--- src/rtc_ctrl_pkg.sv ---
package rtc_ctrl_pkg;
   // ****************************************
   // Register offsets
   // ****************************************
   localparam logic [7:0] CTRL_A_OFS = 8'h0a;
   localparam logic [7:0] CTRL_B_OFS = 8'h0b;
   localparam logic [7:0] EVT_C_OFS  = 8'h0c;
   localparam logic [7:0] INTEG_D_OFS = 8'h0d;

   // ****************************************
   // Field positions
   // ****************************************
   localparam int PEND_BIT    = 7;
   localparam int RUN_LSB     = 4;
   localparam int HOLD_BIT    = 7;
   localparam int PER_EN_BIT  = 6;
   localparam int ALM_EN_BIT  = 5;
   localparam int UPD_EN_BIT  = 4;
   localparam int WAVE_BIT    = 3;
   localparam int NUMFMT_BIT  = 2;
   localparam int HOUR_BIT    = 1;
   localparam int SUMMER_BIT  = 0;
   localparam int IRQF_BIT    = 7;
   localparam int PER_FLG_BIT = 6;
   localparam int ALM_FLG_BIT = 5;
   localparam int UPD_FLG_BIT = 4;
   localparam int KHZ_BIT     = 2;
   localparam int VALID_BIT   = 7;

   // ****************************************
   // Codes and reset values
   // ****************************************
   localparam logic [2:0] RUN_NORMAL = 3'h2;
   localparam logic [2:0] RUN_KHZ    = 3'h3;
   localparam logic [1:0] RUN_HOLD   = 2'h3;
   localparam logic [2:0] RUN_RST    = 3'h0;
   localparam logic [3:0] RATE_RST   = 4'h0;
   localparam logic [7:0] CTRL_B_RST = 8'h00;

   // ****************************************
   // Timing
   // ****************************************
   localparam int REF_CLK_HZ      = 40_000_000;
   localparam int HALF_TICK_HZ    = 65536;
   localparam int FIRST_UPDATE_MS = 500;
   // Multiply first so the half-tick count is not truncated
   localparam int FIRST_UPDATE_HT = HALF_TICK_HZ * FIRST_UPDATE_MS / 1000;
   localparam logic [15:0] DIV_START = 16'(65536 - FIRST_UPDATE_HT);
   localparam int PEND_LEAD_US    = 244;
   localparam int PEND_LEAD_HT    = HALF_TICK_HZ * PEND_LEAD_US / 1_000_000;
   localparam logic [15:0] PEND_POINT = 16'(65536 - PEND_LEAD_HT);
   localparam int WP_HOLD_MS      = 200;
   localparam int WP_HOLD_CYC     = REF_CLK_HZ / 1000 * WP_HOLD_MS;
   localparam int PIN_COUNT       = 14;
endpackage

--- src/rtc_ctrl_regs.sv ---
module rtc_ctrl_regs #(
   parameter int WP_HOLD_CYCLES = rtc_ctrl_pkg::WP_HOLD_CYC
) (
   input  wire logic       ref_clk,
   input  wire logic       rst_n,
   input  wire logic [7:0] ad_in,
   output logic [7:0]      ad_out,
   output logic            ad_oe_n,
   input  wire logic       chip_sel_n,
   input  wire logic       addr_strobe,
   input  wire logic       data_strobe,
   input  wire logic       read_not_write,
   input  wire logic       power_fail,
   input  wire logic       backup_ok,
   input  wire logic       alarm_event,
   output logic            wave_out,
   output logic            irq_n_out,
   output logic            irq_n_oe_n,
   output logic            write_protect,
   output logic            clock_copy,
   output logic            second_tick,
   output logic            osc_on,
   output logic            divider_run,
   output logic            number_format,
   output logic            hour_mode,
   output logic            summer_time_en
);
   import rtc_ctrl_pkg::*;

   // ****************************************
   // Pin synchronisers
   // ****************************************
   logic [PIN_COUNT-1:0] pin_raw;
   logic [PIN_COUNT-1:0] s1_reg;
   logic [PIN_COUNT-1:0] s2_reg;
   logic [PIN_COUNT-1:0] s3_reg;
   logic [PIN_COUNT-1:0] pin_reg;
   logic [PIN_COUNT-1:0] pin_d_reg;

   assign pin_raw = {ad_in, chip_sel_n, addr_strobe, data_strobe,
                     read_not_write, power_fail, backup_ok};

   // Three stages; second and third must agree before a change counts
   always_ff @(posedge ref_clk) begin
      if (!rst_n) begin
         s1_reg    <= '0;
         s2_reg    <= '0;
         s3_reg    <= '0;
         pin_d_reg <= '0;
      end else begin
         s1_reg    <= pin_raw;
         s2_reg    <= s1_reg;
         s3_reg    <= s2_reg;
         pin_d_reg <= pin_reg;
      end
   end

   genvar gi;
   generate
      for (gi = 0; gi < PIN_COUNT; gi++) begin : g_agree
         always_ff @(posedge ref_clk) begin
            if (!rst_n) begin
               pin_reg[gi] <= 1'b0;
            end else if (s2_reg[gi] == s3_reg[gi]) begin
               pin_reg[gi] <= s3_reg[gi];
            end
         end
      end
   endgenerate

   logic [7:0] ad_s;
   logic       sel;
   logic       as_fall;
   logic       ds_fall;
   logic       ds_high;
   logic       rw_s;
   logic       pfail_s;
   logic       bok_s;

   assign ad_s    = pin_reg[13:6];
   assign sel     = ~pin_reg[5];
   assign as_fall = pin_d_reg[4] & ~pin_reg[4];
   assign ds_high = pin_reg[3];
   assign ds_fall = pin_d_reg[3] & ~pin_reg[3];
   assign rw_s    = pin_reg[2];
   assign pfail_s = pin_reg[1];
   assign bok_s   = pin_reg[0];

   // ****************************************
   // Bus decode
   // ****************************************
   logic [7:0] addr_reg;
   logic       wp_reg;
   logic       wr_evt;
   logic       rd_c;
   logic       hit;

   // Address latched on the falling address strobe
   always_ff @(posedge ref_clk) begin
      if (!rst_n) begin
         addr_reg <= 8'h00;
      end else if (as_fall) begin
         addr_reg <= ad_s;
      end
   end

   assign hit = (addr_reg >= CTRL_A_OFS) && (addr_reg <= INTEG_D_OFS);
   assign wr_evt = ds_fall & ~rw_s & sel & ~wp_reg;
   // read completes on falling data strobe
   assign rd_c = ds_fall & rw_s & sel & (addr_reg == EVT_C_OFS);

   // ****************************************
   // Write protection
   // ****************************************
   logic [31:0] wp_cnt_reg;

   // Hold protection after supply recovers
   always_ff @(posedge ref_clk) begin
      if (!rst_n) begin
         wp_cnt_reg <= 32'h0;
         wp_reg     <= 1'b0;
      end else if (pfail_s) begin
         wp_cnt_reg <= 32'(WP_HOLD_CYCLES);
         wp_reg     <= 1'b1;
      end else if (wp_cnt_reg != 32'h0) begin
         wp_cnt_reg <= wp_cnt_reg - 32'h1;
         wp_reg     <= 1'b1;
      end else begin
         wp_reg <= 1'b0;
      end
   end

   // ****************************************
   // Control registers
   // ****************************************
   logic [2:0] run_reg;
   logic [3:0] rate_reg;
   logic [7:0] ctrl_b_reg;
   logic       khz_reg;
   logic       run_now;

   // writes taken regardless of update cycle
   always_ff @(posedge ref_clk) begin
      if (!rst_n) begin
         run_reg  <= RUN_RST;
         rate_reg <= RATE_RST;
      end else if (wr_evt && addr_reg == CTRL_A_OFS) begin
         run_reg  <= ad_s[RUN_LSB +: 3];
         rate_reg <= ad_s[3:0];
      end
   end

   // Transfer hold forces the update enable clear
   always_ff @(posedge ref_clk) begin
      if (!rst_n) begin
         ctrl_b_reg <= CTRL_B_RST;
      end else if (wr_evt && addr_reg == CTRL_B_OFS) begin
         ctrl_b_reg <= ad_s;
         ctrl_b_reg[UPD_EN_BIT] <= ad_s[UPD_EN_BIT] & ~ad_s[HOLD_BIT];
      end else if (ctrl_b_reg[HOLD_BIT]) begin
         ctrl_b_reg[UPD_EN_BIT] <= 1'b0;
      end
   end

   // Only code 011 opens the event register for writing
   always_ff @(posedge ref_clk) begin
      if (!rst_n) begin
         khz_reg <= 1'b0;
      end else if (wr_evt && addr_reg == CTRL_A_OFS
                   && ad_s[RUN_LSB +: 3] != RUN_KHZ) begin
         khz_reg <= 1'b0;
      end else if (wr_evt && addr_reg == EVT_C_OFS && run_reg == RUN_KHZ) begin
         khz_reg <= ad_s[KHZ_BIT];
      end
   end

   // ****************************************
   // Time base and divider
   // ****************************************
   logic [25:0] phase_reg;
   logic [26:0] phase_sum;
   logic        half_tick;
   logic [15:0] div_reg;
   logic        wrap;

   // Fractional accumulator: 65.536 kHz enable from 40 MHz
   assign phase_sum = {1'b0, phase_reg} + 27'(HALF_TICK_HZ);
   assign half_tick = phase_sum >= 27'(REF_CLK_HZ);

   always_ff @(posedge ref_clk) begin
      if (!rst_n) begin
         phase_reg <= 26'h0;
      end else if (half_tick) begin
         phase_reg <= 26'(phase_sum - 27'(REF_CLK_HZ));
      end else begin
         phase_reg <= phase_sum[25:0];
      end
   end

   // 010 and 011 run the divider
   assign run_now = (run_reg == RUN_NORMAL) || (run_reg == RUN_KHZ);
   assign wrap = run_now & half_tick & (div_reg == 16'hffff);

   // Divider parked halfway so the first second takes 500 ms
   always_ff @(posedge ref_clk) begin
      if (!rst_n) begin
         div_reg <= DIV_START;
      end else if (!run_now) begin
         div_reg <= DIV_START;
      end else if (half_tick) begin
         div_reg <= div_reg + 16'h1;
      end
   end

   // ****************************************
   // Update cycle
   // ****************************************
   logic pend_reg;

   // Pending raised a little before the second boundary
   always_ff @(posedge ref_clk) begin
      if (!rst_n) begin
         pend_reg <= 1'b0;
      end else if (ctrl_b_reg[HOLD_BIT] || wrap || !run_now) begin
         pend_reg <= 1'b0;
      end else if (half_tick && div_reg == PEND_POINT - 16'h1) begin
         pend_reg <= 1'b1;
      end
   end

   // Copy strobe to the time buffer, suppressed by hold
   always_ff @(posedge ref_clk) begin
      if (!rst_n) begin
         clock_copy  <= 1'b0;
         second_tick <= 1'b0;
      end else begin
         clock_copy  <= wrap & ~ctrl_b_reg[HOLD_BIT];
         second_tick <= wrap;
      end
   end

   // ****************************************
   // Rate select and wave output
   // ****************************************
   logic [3:0] rate_idx;
   logic       rate_lvl;
   logic       rate_d_reg;

   // codes 1 and 2 alias the 256 and 128 Hz taps
   always_comb begin
      rate_idx = rate_reg - 4'h1;
      if (rate_reg == 4'h1) begin
         rate_idx = 4'h7;
      end else if (rate_reg == 4'h2) begin
         rate_idx = 4'h8;
      end
   end

   assign rate_lvl = (rate_reg != 4'h0) & div_reg[rate_idx];

   // Output held low when disabled
   always_ff @(posedge ref_clk) begin
      if (!rst_n) begin
         wave_out <= 1'b0;
      end else if (!ctrl_b_reg[WAVE_BIT]) begin
         wave_out <= 1'b0;
      end else if (khz_reg) begin
         wave_out <= div_reg[0];
      end else begin
         wave_out <= rate_lvl;
      end
   end

   always_ff @(posedge ref_clk) begin
      if (!rst_n) begin
         rate_d_reg <= 1'b0;
      end else begin
         rate_d_reg <= rate_lvl;
      end
   end

   // ****************************************
   // Event flags
   // ****************************************
   logic       upd_flag_reg;
   logic       alm_flag_reg;
   logic       per_flag_reg;
   logic       irqf_reg;
   logic       upd_flag_next;
   logic       alm_flag_next;
   logic       per_flag_next;
   logic       irqf_next;

   // Set beats the read clear so no event is lost
   always_comb begin
      upd_flag_next = (upd_flag_reg & ~rd_c) | wrap;
      alm_flag_next = (alm_flag_reg & ~rd_c) | alarm_event;
      per_flag_next = (per_flag_reg & ~rd_c) | (rate_lvl & ~rate_d_reg);
      irqf_next = (irqf_reg & ~rd_c)
                | (per_flag_next & ctrl_b_reg[PER_EN_BIT])
                | (alm_flag_next & ctrl_b_reg[ALM_EN_BIT])
                | (upd_flag_next & ctrl_b_reg[UPD_EN_BIT]);
   end

   always_ff @(posedge ref_clk) begin
      if (!rst_n) begin
         upd_flag_reg <= 1'b0;
         alm_flag_reg <= 1'b0;
         per_flag_reg <= 1'b0;
         irqf_reg     <= 1'b0;
      end else begin
         upd_flag_reg <= upd_flag_next;
         alm_flag_reg <= alm_flag_next;
         per_flag_reg <= per_flag_next;
         irqf_reg     <= irqf_next;
      end
   end

   // Open-drain request line, pulled low only
   always_ff @(posedge ref_clk) begin
      if (!rst_n) begin
         irq_n_out  <= 1'b0;
         irq_n_oe_n <= 1'b1;
      end else begin
         irq_n_out <= 1'b0;
         irq_n_oe_n <= ~irqf_next;
      end
   end

   // ****************************************
   // Read path
   // ****************************************
   logic [7:0] rd_data;
   logic       bvalid_reg;

   always_ff @(posedge ref_clk) begin
      if (!rst_n) begin
         bvalid_reg <= 1'b0;
      end else begin
         bvalid_reg <= bok_s;
      end
   end

   always_comb begin
      unique case (addr_reg)
         CTRL_A_OFS:  rd_data = {pend_reg, run_reg, rate_reg};
         CTRL_B_OFS:  rd_data = ctrl_b_reg;
         EVT_C_OFS:   rd_data = {irqf_reg, per_flag_reg, alm_flag_reg, upd_flag_reg,
                                 1'b0, khz_reg, 2'b00};
         INTEG_D_OFS: rd_data = {bvalid_reg, 7'h00};
         default:     rd_data = 8'h00;
      endcase
   end

   // Bus driven only for mapped offsets during a read strobe
   always_ff @(posedge ref_clk) begin
      if (!rst_n) begin
         ad_out  <= 8'h00;
         ad_oe_n <= 1'b1;
      end else begin
         ad_out  <= rd_data;
         ad_oe_n <= ~(sel & rw_s & ds_high & hit);
      end
   end

   // ****************************************
   // Status and configuration outputs
   // ****************************************
   always_ff @(posedge ref_clk) begin
      if (!rst_n) begin
         write_protect  <= 1'b0;
         osc_on         <= 1'b0;
         divider_run    <= 1'b0;
         number_format  <= 1'b0;
         hour_mode      <= 1'b0;
         summer_time_en <= 1'b0;
      end else begin
         write_protect <= wp_reg;
         osc_on      <= run_now | (run_reg[2:1] == RUN_HOLD);
         divider_run <= run_now;
         number_format <= ctrl_b_reg[NUMFMT_BIT];
         hour_mode <= ctrl_b_reg[HOUR_BIT];
         summer_time_en <= ctrl_b_reg[SUMMER_BIT];
      end
   end
endmodule

--- config.mk ---
export PLATFORM = sky130hd
export DESIGN_NAME = rtc_ctrl_regs
export DESIGN_NICKNAME = d
export VERILOG_FILES = /design/src/rtc_ctrl_pkg.sv /design/src/rtc_ctrl_regs.sv
export SDC_FILE = /design/constraint.sdc
export NUM_CORES = 1
export LEC_CHECK = 0
export ABC_CLOCK_PERIOD_IN_PS = 3800
export BUFFER_PORTS_ARGS = -buffer_cell sky130_fd_sc_hd__buf_2
export CAP_MARGIN = 5
export CORE_MARGIN = 5
export CORE_UTILIZATION = 37
export DETAILED_ROUTE_END_ITERATION = 6
export GPL_ROUTABILITY_DRIVEN = 1
export HOLD_SLACK_MARGIN = 0.02
export PLACE_DENSITY = 0.5
export SLEW_MARGIN = 10
export SYNTH_ARGS = -nofsm -noshare
export SYNTH_HDL_FRONTEND = slang
export SYNTH_SLANG_ARGS = --single-unit
--- constraint.sdc ---
create_clock -name ref_clk -period 3.8 [get_ports ref_clk]
set_input_delay 0.76 -clock ref_clk [delete_from_list [all_inputs] [get_ports ref_clk]]
set_output_delay 0.76 -clock ref_clk [all_outputs]
set_load 0.01 [all_outputs]
Yosys cells after proc, flatten, opt, wreduce, memory -nomap -nowiden
Index checks and enable logic that the tools add are counted. Widths: inputs -> output; s select.

Memories: 0. Register bits after elaboration: 186. Bits of input ports: 17. Output and inout port bits: 20. Latch bits: 0. RAM bits: 0. ROM bits: 0.

Order comparisons: 4. $mul: 0. Eq/ne operators: 26. Bitwise logic cells: 43. Reduce and logical (&&, ||, !) cells: 20. Div/mod/pow operators: 0. $add $sub $neg: 5. Muxes and demuxes: 13. Shifts and indexed selects: 0.

Operators by type and width (count): $mux 23 (2); $eq 16x16->1 const B (2); $eq 8x4->1 const B (4); $pmux 8 s4 (1); $reduce_bool 32->1 (1); $sub 32x1->32 const B (1); $add 26x17->27 const B (1); $ge 27x26->1 const B (1); $mux 26 (1); $sub 26x26->26 const B (1); $and 1x1->1 (24); $add 16x1->16 const B (1); $eq 1x1->1 (14); $not 1->1 (12); $ge 8x4->1 const B (1); $le 8x4->1 const B (1); $mux 4 (2); $logic_and 1x1->1 (7); $or 1x1->1 (7); $eq 3x2->1 const B (2); $mux 1 (6); $reduce_or 2->1 (3); $lt 4x5->1 const B (1); $bmux 1 s4 (1); other kinds (10) (14).

Longest topological paths before layout
Depth after elaboration: 13. Gate-level depth with buffers: 11. Gate-level depth less buffers: 9.

Least setup slack after synthesis
Ideal clock, no wire load.

Path type: register to register. From: reg phase_reg[16]. To: reg phase_reg[20]. Stages on the path, launching flop included: 11. Slack: 1.151 ns. Library setup time: 0.071 ns. Required time: 3.729 ns. Arrival time: 2.579 ns. Path through: dfxtp_1 > buf_2 > inv_1 > ha_1 > or4bb_1 > nor4_1 > o21a_1 > buf_2 > o21ai_2 > or4_1 > a21oi_1.

Cells in the longest elaborated chain, start to end: 3.

RTL lines: from (decl) (line rtc_ctrl_regs.sv:180) `logic [25:0] phase_reg;`; from (signal assigned) (line rtc_ctrl_regs.sv:194) `phase_reg <= 26'(phase_sum - 27'(REF_CLK_HZ));`; from (signal assigned) (line rtc_ctrl_regs.sv:196) `phase_reg <= phase_sum[25:0];`; $add 26x17->27 (*) (line rtc_ctrl_regs.sv:187) `assign phase_sum = {1'b0, phase_reg} + 27'(HALF_TICK_HZ);`; $sub 26x26->26 or $ge 27x26->1 (tied branches) (line rtc_ctrl_regs.sv:194, rtc_ctrl_regs.sv:188); $mux 26 (*) (line rtc_ctrl_regs.sv:193) `end else if (half_tick) begin`.

Every way passes the cells marked *; elsewhere a longest branch is shown, timed or not. A chain may end at the register's enable or synchronous reset.

Worst setup path in the final report
Ends and elaborated chain as after synthesis.

==> impl_table.tex <==
\begin{tabular}{lr}
\hline
Metric & Value \\
\hline
\multicolumn{2}{l}{\textbf{Outcome}} \\
Outcome & finished, final reports clean \\
\multicolumn{2}{l}{\textbf{Routing}} \\
Routed Antenna Nets & 0 \\
Wirelength per Cell & 13.9 um \\
Total vias in the final route & 5573 \\
Detailed Routing Iterations Pass 1 & 4 \\
Detailed-route wire length & 15500 um \\
Via/cell ratio & 5.01 \\
Remaining design rule violation count & 0 \\
Drt initial violations & 327 \\
\multicolumn{2}{l}{\textbf{Synth}} \\
Count of flip-flops with a built-in enable after synthesis & 0 \\
Share of synthesized area occupied by flip-flops and latches & 47.3\% \\
Most frequently used flop master after synthesis & sky130\_fd\_sc\_hd\_\_dfxtp\_1 \\
Asr flop ratio synth & 0\% \\
Synthesized flop and latch total & 174 \\
Count of synthesis-stage warnings from yosys & 0 \\
Netlist area before placement & 0.00736 sq mm \\
Gate count of the mapped netlist & 808 \\
Mean instance size in the synthesized netlist & 9.11 sq um \\
Syn Nets & 836 \\
Count of cell types in the netlist & 66 \\
\multicolumn{2}{l}{\textbf{Pwr}} \\
Overall power & 0.00493 W \\
Max VDD drop & 0.000387 V \\
Leakage power & 3.24 nW \\
Total power per unit cell area & 587 mW/mm\^{}2 \\
\multicolumn{2}{l}{\textbf{Final layout}} \\
Layout area overhead & 14.0\% \\
Number of nets in the final layout & 862 \\
Post-Layout Cell Count & 1112 \\
Post-route cell area & 0.00839 sq mm \\
Fraction of layout cells with a size suffix above 1 & 11.3\% \\
Antenna diode instance count & 0 \\
Largest register FFs & 32 \\
Filler cell count & 1947 \\
\multicolumn{2}{l}{\textbf{Clock tree}} \\
Post-cts hold buffer count & 0 \\
Post CTS Setup Buffer Count & 0 \\
Buffer levels on the longest clock path & 2 \\
Clock Sink Count & 174 \\
H-tree depth & 4 \\
TritonCTS clock tree & done \\
Clock Tree Root & sky130\_fd\_sc\_hd\_\_clkbuf\_16 \\
Clock-pin transition on the worst setup and hold timing paths & 0.07 ns \\
Inserted Clock Buffers & 17 \\
Post-cts repair resize count & 0 \\
Clk\_lat worst skew & 0.43 ns \\
\multicolumn{2}{l}{\textbf{Global route}} \\
Antenna violations before repair & 1 \\
Global-route wire length before repair & 25800 um \\
Residual overflow from global routing & 0 \\
Overall global routing resource usage & 14.1\% \\
Via count of the first global-routing pass & 5327 \\
Maximum number of pins on one net before global-route repair & 48 \\
\multicolumn{2}{l}{\textbf{Setup path}} \\
Data arrival time of the worst path & 3.56 ns \\
CP startpoint & phase\_reg[16] \\
Reg-to-reg slack, setup & 0.57 ns \\
CP endpoint kind & register \\
Start-to-end type of the worst setup path & reg -> reg \\
Reg-to-reg startpoint & phase\_reg[16] \\
Delay of the slowest critical-path stage & 0.59 ns \\
Worst reg2reg endpoint & phase\_reg[20] \\
Critical Path RT & 4.14 ns \\
Worst Reg2Reg Path Length in Cells & 8 \\
Largest driver fanout on the critical path & 19 \\
CP endpoint & phase\_reg[20] \\
Cell chain of the critical path & inv\_1, ha\_1, or4bb\_1, nor4\_1, o21a\_1, o21ai\_2, or4\_1, a21oi\_1 \\
Crit-path slowest cell & sky130\_fd\_sc\_hd\_\_or4\_1 \\
Crit start category & register \\
\multicolumn{2}{l}{\textbf{Die}} \\
Initial Util & 37.7\% \\
Area of the core region & 0.0195 sq mm \\
Number of standard-cell rows in the floorplan & 51 \\
Die area & 0.0228 sq mm \\
Die extent in y & 151 um \\
Width of the die & 151 um \\
I/O Pins & 37 \\
\multicolumn{2}{l}{\textbf{Hold path}} \\
Path class of the lowest-slack min-delay path & reg -> reg \\
Start point of the worst min-delay path & s1\_reg[8] \\
\multicolumn{2}{l}{\textbf{STA}} \\
Hold Worst Slack & 0.435 ns \\
Final period demand of the worst path & 3.23 ns \\
Max Slew Vio Count & 0 \\
Number of endpoints with negative hold slack in the final report & 0 \\
Setup Skew & 0.0213 ns \\
Final-report setup violation count & 0 \\
Achievable Freq & 310 MHz \\
Setup repair after global routing missed its margin & false \\
Slew @ Worst Pin & 1.09 ns \\
Final worst-path cycle share & 84.9\% \\
Final TNS setup & 0 ns \\
Worst relative slew slack & 26.7\% \\
\multicolumn{2}{l}{\textbf{Place}} \\
Final HPWL DP & 10800 um \\
Number of buffers inserted by port buffering & 35 \\
Dpl cell area & 0.00778 sq mm \\
Final weighted congestion in routability-driven placement & 0.824 \\
Post-Place Cells & 1080 \\
\multicolumn{2}{l}{\textbf{Run}} \\
Maximum capacitance violations & 0 \\
\hline
\end{tabular}
report_power, final:
part	leakage, nW	total (W)	switching, W	internal, W
Combinational	1.52	0.00104	0.000596	0.000441
Clock	0.298	0.00178	0.000824	0.000952
Sequential	1.41	0.00212	0.000137	0.00198
per-stage QoR:
| step | setup slack [ns] | utilization [%] |
|---|---|---|
| 6_report | 0.575 | 43.0 |
| 5_1_grt | 0.315 | 43.0 |
| 4_1_cts | 0.596 | 43.0 |
| 3_5_place_dp | 0.622 | 39.8 |
| 3_3_place_gp | 0.658 | 39.8 |
| 2_1_floorplan | 1.15 | - |
final cells by class:
cell class / instances / area [sq um] / area share (%)
flip-flops and latches: 174 / 3480 / 41.5
clock buffers: 17 / 425 / 5.07
multi-input cells: 578 / 3650 / 43.5
repair buffers: 44 / 243 / 2.89
inverters: 19 / 71.3 / 0.850
well taps: 265 / 332 / 3.95
clock inverters: 15 / 191 / 2.28
synth_stat cells, types with 8 or more instances:
library cell | count | area share, %
sky130_fd_sc_hd__inv_1 | 18 | 0.92
sky130_fd_sc_hd__nor3_1 | 16 | 1.1
sky130_fd_sc_hd__mux2i_1 | 35 | 4.8
sky130_fd_sc_hd__a21oi_1 | 51 | 3.5
sky130_fd_sc_hd__nor4_1 | 13 | 1.1
sky130_fd_sc_hd__and2_1 | 54 | 4.6
sky130_fd_sc_hd__nand3_1 | 18 | 1.2
sky130_fd_sc_hd__nor2_1 | 101 | 5.1
sky130_fd_sc_hd__dfxtp_1 | 174 | 47
sky130_fd_sc_hd__a31oi_1 | 8 | 0.68
sky130_fd_sc_hd__xor2_1 | 30 | 3.6
sky130_fd_sc_hd__or3_1 | 14 | 1.2
sky130_fd_sc_hd__and3_1 | 10 | 0.85
sky130_fd_sc_hd__clkbuf_1 | 25 | 1.3
sky130_fd_sc_hd__xnor2_1 | 22 | 2.6
sky130_fd_sc_hd__ha_1 | 11 | 1.9
sky130_fd_sc_hd__nand2_1 | 57 | 2.9
sky130_fd_sc_hd__o21ai_0 | 31 | 2.1
sky130_fd_sc_hd__o211ai_1 | 16 | 1.6
sky130_fd_sc_hd__nor2b_1 | 10 | 0.85
cells in the final DEF (no fill, tap or decap), types with 5 or more instances in the layout:
cell / count
sky130_fd_sc_hd__a21oi_1: 51
sky130_fd_sc_hd__a31oi_1: 8
sky130_fd_sc_hd__and2_1: 54
sky130_fd_sc_hd__and3_1: 10
sky130_fd_sc_hd__buf_2: 35
sky130_fd_sc_hd__buf_4: 9
sky130_fd_sc_hd__clkbuf_16: 17
sky130_fd_sc_hd__dfxtp_1: 174
sky130_fd_sc_hd__ha_1: 11
sky130_fd_sc_hd__inv_1: 18
sky130_fd_sc_hd__mux2i_1: 35
sky130_fd_sc_hd__nand2_1: 57
sky130_fd_sc_hd__nand2b_1: 6
sky130_fd_sc_hd__nand3_1: 18
sky130_fd_sc_hd__nand4_1: 6
sky130_fd_sc_hd__nor2_1: 101
sky130_fd_sc_hd__nor2b_1: 10
sky130_fd_sc_hd__nor3_1: 16
sky130_fd_sc_hd__nor4_1: 13
sky130_fd_sc_hd__o211ai_1: 16
sky130_fd_sc_hd__o21a_1: 5
sky130_fd_sc_hd__o21ai_0: 31
sky130_fd_sc_hd__or3_1: 14
sky130_fd_sc_hd__xnor2_1: 22
sky130_fd_sc_hd__xor2_1: 30
kinds of logic (layout without fill, tap and decap cells):
| group | Yosys count | after routing | synth area share, % |
|---|---|---|---|
| AND/OR/NAND/NOR | 331 | 331 | 23.3 |
| flip-flops | 174 | 174 | 47.3 |
| AO/OA/AOI/OAI | 146 | 146 | 12.8 |
| buffers and inverters | 56 | 95 | 3.18 |
| XOR/XNOR | 52 | 52 | 6.18 |
| multiplexers | 37 | 37 | 5.37 |
| adder cells (fa/ha/maj) | 11 | 11 | 1.87 |
| other | 1 | 1 | 0.0509 |
worst min-delay path by stage:
stage | slack [ns] | depth (start not counted) | endpoint
6_report | 0.43 | 1 | s2_reg[8]
3_3_place_gp | 0.42 | 1 | s2_reg[3]
3_5_place_dp | 0.42 | 1 | s2_reg[4]
5_1_grt | 0.45 | 1 | s2_reg[13]
2_1_floorplan | 0.41 | 1 | s2_reg[0]
4_1_cts | 0.44 | 1 | s2_reg[4]
layer usage:
metal | global-route usage (%) | up-vias | routed length, um | share of wire [%]
met5 | 0 | - | 11 | 0.071
met1 | 18.8 | 2625 | 7640 | 49
met3 | 3.83 | 12 | 597 | 3.9
met2 | 22.3 | 73 | 7030 | 45
li1 | - | 2861 | - | -
met4 | 4.35 | 2 | 208 | 1.3
worst max-delay path: cells and delay by family, from the launching register on:
family	cells	cell delay, ns
adder cells (fa/ha/maj)	1	0.34
buffers and inverters	1	0.11
AO/OA/AOI/OAI	3	0.84
flip-flops	1	0.54
AND/OR/NAND/NOR	3	1.30
Note: power is estimated with default switching activity, not from simulation.
